--- config.mk ---
export PLATFORM = sky130hd
export DESIGN_NAME = jcl_exec
export DESIGN_NICKNAME = d
export VERILOG_FILES = /design/src/common/jcl_pkg.sv /design/src/logic/jcl_exec.sv
export VERILOG_INCLUDE_DIRS = /design/src /design/src/common
export SDC_FILE = /design/constraint.sdc
export NUM_CORES = 1
export LEC_CHECK = 0
export ABC_AREA = 0
export BUFFER_PORTS_ARGS = -buffer_cell sky130_fd_sc_hd__buf_4
export CORE_MARGIN = 4
export CORE_UTILIZATION = 56
export CTS_CLUSTER_SIZE = 14
export DETAILED_ROUTE_END_ITERATION = 7
export PLACE_DENSITY_LB_ADDON = 0.1
export RECOVER_POWER = 100
export SLEW_MARGIN = 30
export SYNTH_ARGS = -nofsm -noshare
export SYNTH_HDL_FRONTEND = slang
export SYNTH_SLANG_ARGS = --single-unit
--- constraint.sdc ---
create_clock -name clk -period 3.2 [get_ports clk]
set_input_delay 0.16 -clock clk [delete_from_list [all_inputs] [get_ports clk]]
set_output_delay 0.16 -clock clk [all_outputs]
set_load 0.05 [all_outputs]
--- src/common/jcl_regs.svh ---
// constants for the jump, call and load execution slice
// assumes a 16-bit core with byte-wide instruction stream
`ifndef JCL_REGS_SVH
`define JCL_REGS_SVH
`define JCL_OP_JTRAP 8'hdc
`define JCL_OP_LONG_RELATIVE_CALL 8'hef
`define JCL_OP_LONG_RELATIVE_JUMP 8'he7
`define JCL_OP_LDW 6'h28
`define JCL_OP_LDB 6'h2c
`define JCL_OP_LOAD_BYTE_SIGN_EXTENDED 6'h2f
`define JCL_OP_LOAD_BYTE_ZERO_EXTENDED 6'h2b
`define JCL_SP_STEP 16'h0002
`define JCL_HI_ONES 8'hff
`define JCL_HI_ZERO 8'h00
`define JCL_SP_RESET 16'h0000
`define JCL_PC_RESET 16'h0000
`endif

--- src/common/jcl_pkg.sv ---
// types for the jump, call and load execution slice
// assumes the regs header is included where constants are needed
`default_nettype none
package jcl_pkg;
   typedef enum logic [2:0] {
      jcl_idle, jcl_disp_lo, jcl_disp_hi, jcl_src, jcl_dst, jcl_exec
   } jcl_state_t;
   typedef enum logic [2:0] {
      jcl_k_jtrap, jcl_k_long_relative_call, jcl_k_long_relative_jump, jcl_k_ldw, jcl_k_ldb,
      jcl_k_load_byte_sign_extended, jcl_k_load_byte_zero_extended
   } jcl_kind_t;
   // one instruction stream byte
   typedef struct packed {
      logic valid;
      logic [7:0] data;
   } jcl_byte_t;
   // register file / memory write request
   typedef struct packed {
      logic reg_we;
      logic reg_byte;
      logic [7:0] reg_addr;
      logic [15:0] reg_data;
      logic mem_we;
      logic [15:0] mem_addr;
      logic [15:0] mem_data;
   } jcl_wr_t;
   typedef struct packed {
      jcl_state_t st;
      jcl_kind_t kind;
      logic [1:0] amode;
      logic [15:0] disp;
      logic [15:0] src;
      logic [15:0] pc;
      logic [15:0] sp;
      logic trap_flag;
      logic busy;
      logic done;
      logic unknown;
      jcl_wr_t wr;
   } jcl_st_t;
endpackage
`default_nettype wire

--- src/logic/jcl_exec.sv ---
// decode and execute for trap jump, long call/jump and the loads
// assumes: bytes arrive one per valid cycle; pc points past last byte
// taken; source operand value is resolved outside from the opcode mode bits
// assumes: one clock, reset low and asynchronous; the stack write and
// register write strobes are taken by the core in the cycle they stand
`default_nettype none
`include "jcl_regs.svh"
// Notes on behaviour
// - trap flag clear: fall through
// - trap flag set: clear flag, jump
// - short displacement sign-extended to 16 bits
// - call: sp minus 2, push return pc, jump
// - call displacement is signed 16-bit
// - word load copies source word
// - byte load copies source byte
// - sign-extend byte load fills high byte
// - zero-extend byte load clears high byte
// - long jump adds signed displacement, no stack
module jcl_exec (
   input wire logic clk,
   input wire logic nrst,
   input wire jcl_pkg::jcl_byte_t ibyte,
   input wire logic [15:0] src_value,
   input wire logic trap_set,
   output logic [15:0] pc,
   output logic [15:0] sp,
   output logic overflow_trap_flag,
   output logic busy,
   output logic done,
   output logic unknown_op,
   output logic [1:0] src_mode,
   output jcl_pkg::jcl_wr_t wr
);
   jcl_pkg::jcl_st_t s_reg;
   jcl_pkg::jcl_st_t s_next;
   // address of the byte after the one taken this cycle
   logic [15:0] pc_inc;

   // ==========================================================
   // next state
   // byte order of each instruction:
   //   trap jump: opcode, one displacement byte
   //   long call and jump: opcode, displacement low, then high
   //   loads: opcode, one operand byte, destination register byte
   // the exec state takes no byte, so the stream holds its byte there
   always_comb begin
      // pulses and write strobes last one cycle
      s_next = s_reg;
      s_next.done = 1'b0;
      s_next.unknown = 1'b0;
      s_next.wr = '0;
      pc_inc = s_reg.pc + 16'h0001;

      // the alu sets the trap flag; a set wins over any clear below
      if (trap_set) begin
         s_next.trap_flag = 1'b1;
      end

      unique case (s_reg.st)
         jcl_pkg::jcl_idle: begin
            // opcode byte; one outside the slice is skipped and reported
            if (ibyte.valid) begin
               s_next.pc = pc_inc;
               s_next.amode = ibyte.data[1:0];
               s_next.busy = 1'b1;
               s_next.st = jcl_pkg::jcl_src;
               if (ibyte.data == `JCL_OP_JTRAP) begin
                  s_next.kind = jcl_pkg::jcl_k_jtrap;
                  s_next.st = jcl_pkg::jcl_disp_lo;
               end else if (ibyte.data == `JCL_OP_LONG_RELATIVE_CALL) begin
                  s_next.kind = jcl_pkg::jcl_k_long_relative_call;
                  s_next.st = jcl_pkg::jcl_disp_lo;
               end else if (ibyte.data == `JCL_OP_LONG_RELATIVE_JUMP) begin
                  s_next.kind = jcl_pkg::jcl_k_long_relative_jump;
                  s_next.st = jcl_pkg::jcl_disp_lo;
               end else if (ibyte.data[7:2] == `JCL_OP_LDW) begin
                  s_next.kind = jcl_pkg::jcl_k_ldw;
               end else if (ibyte.data[7:2] == `JCL_OP_LDB) begin
                  s_next.kind = jcl_pkg::jcl_k_ldb;
               end else if (ibyte.data[7:2] == `JCL_OP_LOAD_BYTE_SIGN_EXTENDED) begin
                  s_next.kind = jcl_pkg::jcl_k_load_byte_sign_extended;
               end else if (ibyte.data[7:2] == `JCL_OP_LOAD_BYTE_ZERO_EXTENDED) begin
                  s_next.kind = jcl_pkg::jcl_k_load_byte_zero_extended;
               end else begin
                  s_next.unknown = 1'b1;
                  s_next.busy = 1'b0;
                  s_next.st = jcl_pkg::jcl_idle;
               end
            end
         end

         jcl_pkg::jcl_disp_lo: begin
            // first displacement byte, sign-filled for the trap jump
            if (ibyte.valid) begin
               s_next.pc = pc_inc;
               // short jump displacement sign-extended
               s_next.disp = {{8{ibyte.data[7]}}, ibyte.data};
               s_next.st = (s_reg.kind == jcl_pkg::jcl_k_jtrap) ?
                  jcl_pkg::jcl_exec : jcl_pkg::jcl_disp_hi;
            end
         end

         jcl_pkg::jcl_disp_hi: begin
            // high byte replaces the sign fill of the low byte
            if (ibyte.valid) begin
               s_next.pc = pc_inc;
               s_next.disp = {ibyte.data, s_reg.disp[7:0]};
               s_next.st = jcl_pkg::jcl_exec;
            end
         end

         jcl_pkg::jcl_src: begin
            // operand byte(s) per mode are resolved outside
            if (ibyte.valid) begin
               s_next.pc = pc_inc;
               s_next.src = src_value;
               s_next.st = jcl_pkg::jcl_dst;
            end
         end

         jcl_pkg::jcl_dst: begin
            // destination register byte ends the load
            if (ibyte.valid) begin
               s_next.pc = pc_inc;
               s_next.wr.reg_we = 1'b1;
               s_next.wr.reg_addr = ibyte.data;
               s_next.wr.reg_byte = 1'b0;
               unique case (s_reg.kind)
                  jcl_pkg::jcl_k_ldb: begin
                     s_next.wr.reg_byte = 1'b1;
                     s_next.wr.reg_data = {`JCL_HI_ZERO,
                        s_reg.src[7:0]};
                  end
                  jcl_pkg::jcl_k_load_byte_sign_extended: begin
                     s_next.wr.reg_data = {s_reg.src[7] ? `JCL_HI_ONES :
                        `JCL_HI_ZERO, s_reg.src[7:0]};
                  end
                  jcl_pkg::jcl_k_load_byte_zero_extended: begin
                     s_next.wr.reg_data = {`JCL_HI_ZERO,
                        s_reg.src[7:0]};
                  end
                  jcl_pkg::jcl_k_ldw: begin
                     s_next.wr.reg_data = s_reg.src;
                  end
                  default: begin
                     // only loads reach this state; write nothing
                     s_next.wr.reg_we = 1'b0;
                  end
               endcase
               s_next.done = 1'b1;
               s_next.busy = 1'b0;
               s_next.st = jcl_pkg::jcl_idle;
            end
         end

         jcl_pkg::jcl_exec: begin
            // branch or push; no byte is taken in this cycle
            s_next.done = 1'b1;
            s_next.busy = 1'b0;
            s_next.st = jcl_pkg::jcl_idle;
            unique case (s_reg.kind)
               jcl_pkg::jcl_k_jtrap: begin
                  if (s_reg.trap_flag) begin
                     // a trap set in this very cycle keeps the flag
                     s_next.trap_flag = trap_set;
                     s_next.pc = s_reg.pc + s_reg.disp;
                  end
                  // flag clear: pc already past the instruction
               end
               jcl_pkg::jcl_k_long_relative_call: begin
                  // push the address just past the call
                  s_next.sp = s_reg.sp - `JCL_SP_STEP;
                  s_next.wr.mem_we = 1'b1;
                  s_next.wr.mem_addr = s_reg.sp - `JCL_SP_STEP;
                  s_next.wr.mem_data = s_reg.pc;
                  s_next.pc = s_reg.pc + s_reg.disp;
               end
               jcl_pkg::jcl_k_long_relative_jump: begin
                  // the stack is left alone
                  s_next.pc = s_reg.pc + s_reg.disp;
               end
               default: begin
                  // loads end in the dst state and never get here
               end
            endcase
         end

         default: begin
            // unused state codes fall back to idle
            s_next.st = jcl_pkg::jcl_idle;
            s_next.busy = 1'b0;
         end
      endcase
   end

   // ==========================================================
   // state register
   // reset loads constants only; idle is the all-zero state
   always_ff @(posedge clk or negedge nrst) begin
      if (!nrst) begin
         s_reg <= '0;
         s_reg.pc <= `JCL_PC_RESET;
         s_reg.sp <= `JCL_SP_RESET;
         s_reg.st <= jcl_pkg::jcl_idle;
      end else begin
         s_reg <= s_next;
      end
   end

   // ==========================================================
   // outputs straight from the state register
   assign pc = s_reg.pc;
   assign sp = s_reg.sp;
   assign overflow_trap_flag = s_reg.trap_flag;
   assign busy = s_reg.busy;
   assign done = s_reg.done;
   assign unknown_op = s_reg.unknown;
   assign src_mode = s_reg.amode;
   assign wr = s_reg.wr;
endmodule
`default_nettype wire

=== After elaboration in Yosys (flattened, before gate mapping) ===
Index checks and enable logic that the tools add are counted.

* Add/sub/neg operators: 3
* Equal/unequal tests: 26
* Muxes and demuxes: 58
* Bitwise logic cells: 2
* Reduce and logical (&&, ||, !) cells: 19

{| class="wikitable"
|+ Operators by type and width
! kind !! number
|-
| $pmux W16 S3 || 2
|-
| $mux W16 || 5
|-
| $mux W33 || 2
|-
| $pmux W16 S2 || 2
|-
| $mux W26 || 2
|-
| $mux W3 || 9
|-
| $eq A6 B6 Y1 const B || 4
|-
| $eq A8 B8 Y1 const B || 3
|-
| $mux W1 || 23
|-
| $mux W6 || 3
|-
| $add A16 B1 Y16 const B || 1
|-
| $add A16 B16 Y16 || 1
|-
| $mux W8 || 2
|-
| $sub A16 B2 Y16 const B || 1
|-
| $eq A3 B3 Y1 const B || 5
|-
| $pmux W3 S5 || 1
|-
| $eq A3 B2 Y1 const B || 4
|-
| $reduce_and A3 Y1 || 4
|-
| $mux W2 || 5
|-
| $ne A2 B2 Y1 const B || 5
|-
| $reduce_and A5 Y1 || 2
|-
| $reduce_or A4 Y1 || 2
|-
| $reduce_bool A7 Y1 || 1
|-
| $eq A3 B1 Y1 const B || 2
|-
| 11 further kinds || 17
|}

* Register bits: 135
* Output and inout bits: 97
* Word-level logic and storage cells: 127

=== Longest topological paths before layout ===
* Depth after elaboration: 10
* Gate-level depth with buffers: 13
* Gate-level depth less buffers: 11

=== Worst setup path after synthesis ===
OpenSTA, ideal clock, no wires.

* Kind: reg-to-reg
* Start point: reg s_reg[134] (netlist bit)
* End point: reg pc[12] (netlist name)
* Library setup time: 0.069 ns
* Arrival: 2.823 ns
* Data required time: 3.131 ns
* Path slack: 0.308 ns
* Stages on the path, launching flop included: 11
* Clock period less this slack: 2.892 ns
* Path through: dfrtp_1 clkbuf_1 and3b_1 clkbuf_1 clkbuf_1 and2_1 ha_1 a2111oi_0 a21oi_1 or4_1 nand3_1

* Cells in the longest elaborated chain, start to end: 4
* Elaborated cells between the ends (all ways): 14
* Classes of those cells: 9 x eq/ne; 1 x mux; 4 x reduce/logical

{| class="wikitable"
|+ Ends and longest elaborated chain
! item !! RTL line !! source
|-
| from (decl) || jcl_exec.sv:34 || <nowiki>jcl_pkg::jcl_st_t s_reg;</nowiki>
|-
| from (signal assigned) || jcl_exec.sv:206 || <nowiki>s_reg <= s_next;</nowiki>
|-
| $eq A3 B1 Y1 (tied with other cells) || jcl_exec.sv:59 || <nowiki>unique case (s_reg.st)</nowiki>
|-
| $reduce_or A4 Y1 (no source line) || n/a ||
|-
| $ne A2 B1 Y1 (no source line) or $reduce_bool A3 Y1 (tied branches) || n/a ||
|-
| $reduce_and A5 Y1 (no source line) || n/a ||
|}

Several ways; a longest one is shown, not always the timed one.
A chain may end at the register's enable or synchronous reset.

=== Worst setup path after layout ===
* Start point: reg s_reg[134] (netlist bit)
* End point: reg pc[12] (netlist name)

* Cells in the longest elaborated chain, start to end: 4
* Elaborated cells between the ends (all ways): 14
* Classes of those cells: 9 x eq/ne; 1 x mux; 4 x reduce/logical

{| class="wikitable"
|+ Ends and longest elaborated chain
! item !! RTL line
|-
| $eq A3 B1 Y1 (tied with other cells) || jcl_exec.sv:59
|-
| $reduce_or A4 Y1 (no source line) || n/a
|-
| $ne A2 B1 Y1 (no source line) or $reduce_bool A3 Y1 (tied branches) || n/a
|-
| $reduce_and A5 Y1 (no source line) || n/a
|}

Several ways; a longest one is shown, not always the timed one.

==> results.md <==
- Status: finished, violations left
- Failing checks: capacitance limit, slew limit
- Placed Area: 0.00719 mm^2
- F_max: 0.350 GHz
- PortBufs: 122
- Final period util: 0.894
- Worst Skew: 0.00696 ns
- Pwr dens: 742 mW/mm^2
- XOR/XNOR share of the synthesized area: 0.0448
- FFs w/ async S/R, synth: 1.00
- Die H: 118 um
- Reg2Reg Setup Slack: 0.34 ns
- Reg2Reg Capture Point: pc[12]$_DFFE_PN0P_
- Seq cells post-synth: 133
- Number of global-route vias before repair: 4695
- Largest net degree at the start of global routing: 120
- Crit path kind: register to register
- Worst hold path class: input pin to register
- Initial Utilization: 0.572
- TritonCTS clock tree: built
- Final setup viols: 0
- Number of H-tree levels: 4
- Post-synthesis to final-layout area growth: 10.6%
- WL final: 13700 um
- Hold Vio Cnt, Final: 0
- RSZ-0062 raised after global routing: no
- Setup crit start kind: register
- Worst Setup SP: s_reg[134]$_DFFE_PN0P_
- Total Routing Usage GR: 0.205
- Worst vdd ir: 0.390 mV
- GR Util met3: 0.0526
- Initial antenna violation count: 0
- Num CTS Buffers: 17
- Met1 Usage GRT: 0.262
- Worst Setup EP: pc[12]$_DFFE_PN0P_
- Ant diodes: 0
- Number of fill cells: 1063
- Compound-Gate Fraction of Synth Area: 0.103
- Nets: 773
- Worst EP required: 3.56 ns
- Cell Area, Synth: 0.00684 mm^2
- Final Max Slew Viols: 120
- Final ANT Viol Nets: 0
- Synth Flop Type: dfrtp_1
- Proportion of synthesized area in mux cells: 0.0436
- Max-Cap Viols: 1
- Crit path max-delay family: simple AND/OR/NAND/NOR gates
- Setup Total Neg Slack: 0 ns
- Worst-Margin Slew: 1.59 ns
- Worst Setup End Kind: register
- Design Area, Final: 0.00756 mm^2
- Reg2Reg Launch Point: s_reg[134]$_DFFE_PN0P_
- Most frequent cells in the layout: dfrtp_1, clkbuf_1, nand2_1
- Critical path's slowest cell: dfrtp_1
- Post-CTS Setup Repair Bufs: 0
- Via density per instance: 5.21
- YS warnings: 0
- Core Area: 0.0120 mm^2
- Via count: 4624
- Horiz. Die Dim: 118 um
- Remaining DRCs: 0
- DIE AREA: 0.0140 mm^2
- Pleak: 0.00366 uW
- Sequential fraction of the synthesis area: 0.487
- Worst path depth: 11
- # IOs: 125
- CP Max Fanout: 19
- Gate Count Post-Synth: 682
- First-pass GRT wire length: 23200 um
- Clk slew on worst S/H paths: 0.06 ns
- Max stage delay on crit path: 0.50 ns
- Simple-gate share of the synthesized area: 0.163
- Relative slew slack: -0.0604
- Clk root buf: clkbuf_16
- GPL Wtd Cong: 0.853
- Clk buf depth: 2
- Number of synthesized flops with an enable pin: 0
- WP buf/inv: 1
- Crit-path cells: and3b_2 -> nand2b_1 -> ha_1 -> inv_1 -> fa_1 -> nor2b_1 -> o21a_1 -> o21ai_0 -> a21oi_1 -> or4_1 -> nand3_1
- Row cnt: 40
- Drt initial violations: 259
- Synth unique cells: 54
- Grt ovf: 0
- Worst Path Arrival: 3.22 ns
- Max FFs per register: 58
- Met2 Use GR: 0.337
- Most common cell after layout, fill and taps aside: dfrtp_1
- Clock period minus worst slack: 2.86 ns
- Routed wire per std cell: 15.4 um
- Largest family of logic cells by synthesized area: simple AND/OR/NAND/NOR gates
- Worst skew pair latency: 0.42 ns
- Clock Sinks: 133
- Share of layout cells above drive strength 1: 0.121
- Register-to-Register Path Depth: 11
- Busiest grt layer: met2
- Mean area per synthesized cell: 10.0 um^2
- Dpl hpwl: 9530 um
- DR pass1 iterations: 4
- Post-synthesis adder-cell area fraction: 0.0322
[kinds of logic (layout without fill, tap and decap cells)]
| family | Yosys count | in the layout |
|---|---|---|
| simple gates | 217 | 217 |
| flops | 133 | 133 |
| compound gates | 116 | 116 |
| other cells | 1 | 2 |
| xor+xnor | 35 | 35 |
| fa+ha+maj | 17 | 17 |
| mux | 27 | 27 |
| buf+inv | 136 | 194 |
[synth_stat cells, types with 2 or more instances]
cell type  count  area (um^2)
a2111oi_0      2         17.5
a211o_1        4         35.0
a211oi_1       4         30.0
a21o_1         8         60.1
a21oi_1       38          190
a31oi_1        5         31.3
and2_1        41          257
and3_1        12         75.1
buf_1          2         7.51
buf_2          4         20.0
buf_4         93          698
clkbuf_1      26         97.6
dfrtp_1      133         3330
ha_1          16          200
inv_1         11         41.3
mux2_2        22          248
mux2i_1        5         50.1
nand2_1       74          278
nand2b_1       4         25.0
nand3_1        7         35.0
nand3b_1       3         22.5
nor2_1        38          143
nor2b_1        4         25.0
nor3_1        12         60.1
nor4_1         4         25.0
o211ai_1       2         15.0
o21a_1         6         45.0
o21ai_0       33          165
o21bai_1       2         15.0
o311ai_0       3         26.3
o31ai_1        3         22.5
or2_2          3         18.8
or3_1          2         12.5
or4_1          3         22.5
xnor2_1       22          193
xor2_1        13          114
[worst register-to-register path, cell delays in order (launching register included)]
cell and delay, ns:
dfrtp_1 0.50, and3b_2 0.41, nand2b_1 0.10, ha_1 0.21
inv_1 0.07, fa_1 0.22, nor2b_1 0.06, o21a_1 0.19
o21ai_0 0.32, a21oi_1 0.14, or4_1 0.48, nand3_1 0.09
[report_power, final]
part | switching [uW] | internal, uW
combinational | 1070 | 489
sequential | 245 | 1990
clock | 803 | 1020
total | 2110 | 3500
[through the flow]
step           worst slack [ns]  total power, uW  utilization  cells  hold WS, ns
5_1_grt                   0.143             5950        0.632    888       0.0388
2_1_floorplan             0.308             3560            -    683       -0.136
4_1_cts                   0.176             5780        0.665    887       0.0183
6_report                  0.340             5610        0.632    888       0.0390
3_5_place_dp              0.192             3910        0.601    835        0.307
3_3_place_gp              0.237             3870        0.601    835        0.336
[metal layers]
metal,wire [um],share of wire
met4,272,0.020
met5,0,0
met2,6650,0.49
met1,6120,0.45
met3,657,0.048
[repair_timing]
action / 4_1_cts / 5_1_grt
hold buffers: 20 / 0
hold endpoints to repair: 136 / 0
resized for setup: 0 / 1
setup endpoints to repair: 0 / 2
[final cells by class]
| cell class | count | area [um^2] | share of cell area |
|---|---|---|---|
| flip-flops and latches | 133 | 3330 | 0.440 |
| multi-input cells | 414 | 2640 | 0.349 |
| clock inverters | 15 | 134 | 0.0177 |
| clock buffers | 17 | 425 | 0.0563 |
| well taps | 147 | 184 | 0.0243 |
| inverters | 11 | 41.3 | 0.00546 |
| repair buffers | 151 | 812 | 0.107 |
[how the worst min path moves through the flow]
| stage | from | to | slack [ns] | depth (start not counted) |
|---|---|---|---|---|
| after global placement | trap_set | overflow_trap_flag$_DFF_PN0_ | 0.34 | 2 |
| after CTS | ibyte[0] | wr[49]$_DFF_PN0_ | 0.02 | 2 |
| after floorplan | nrst | busy$_DFFE_PN0P_ | -0.14 | 0 |
| final | ibyte[0] | wr[49]$_DFF_PN0_ | 0.04 | 2 |
| after detailed placement | nrst | wr[10]$_DFF_PN0_ | 0.31 | 1 |
| after global routing | ibyte[0] | wr[49]$_DFF_PN0_ | 0.04 | 2 |
(Power assumes the default switching activity.)
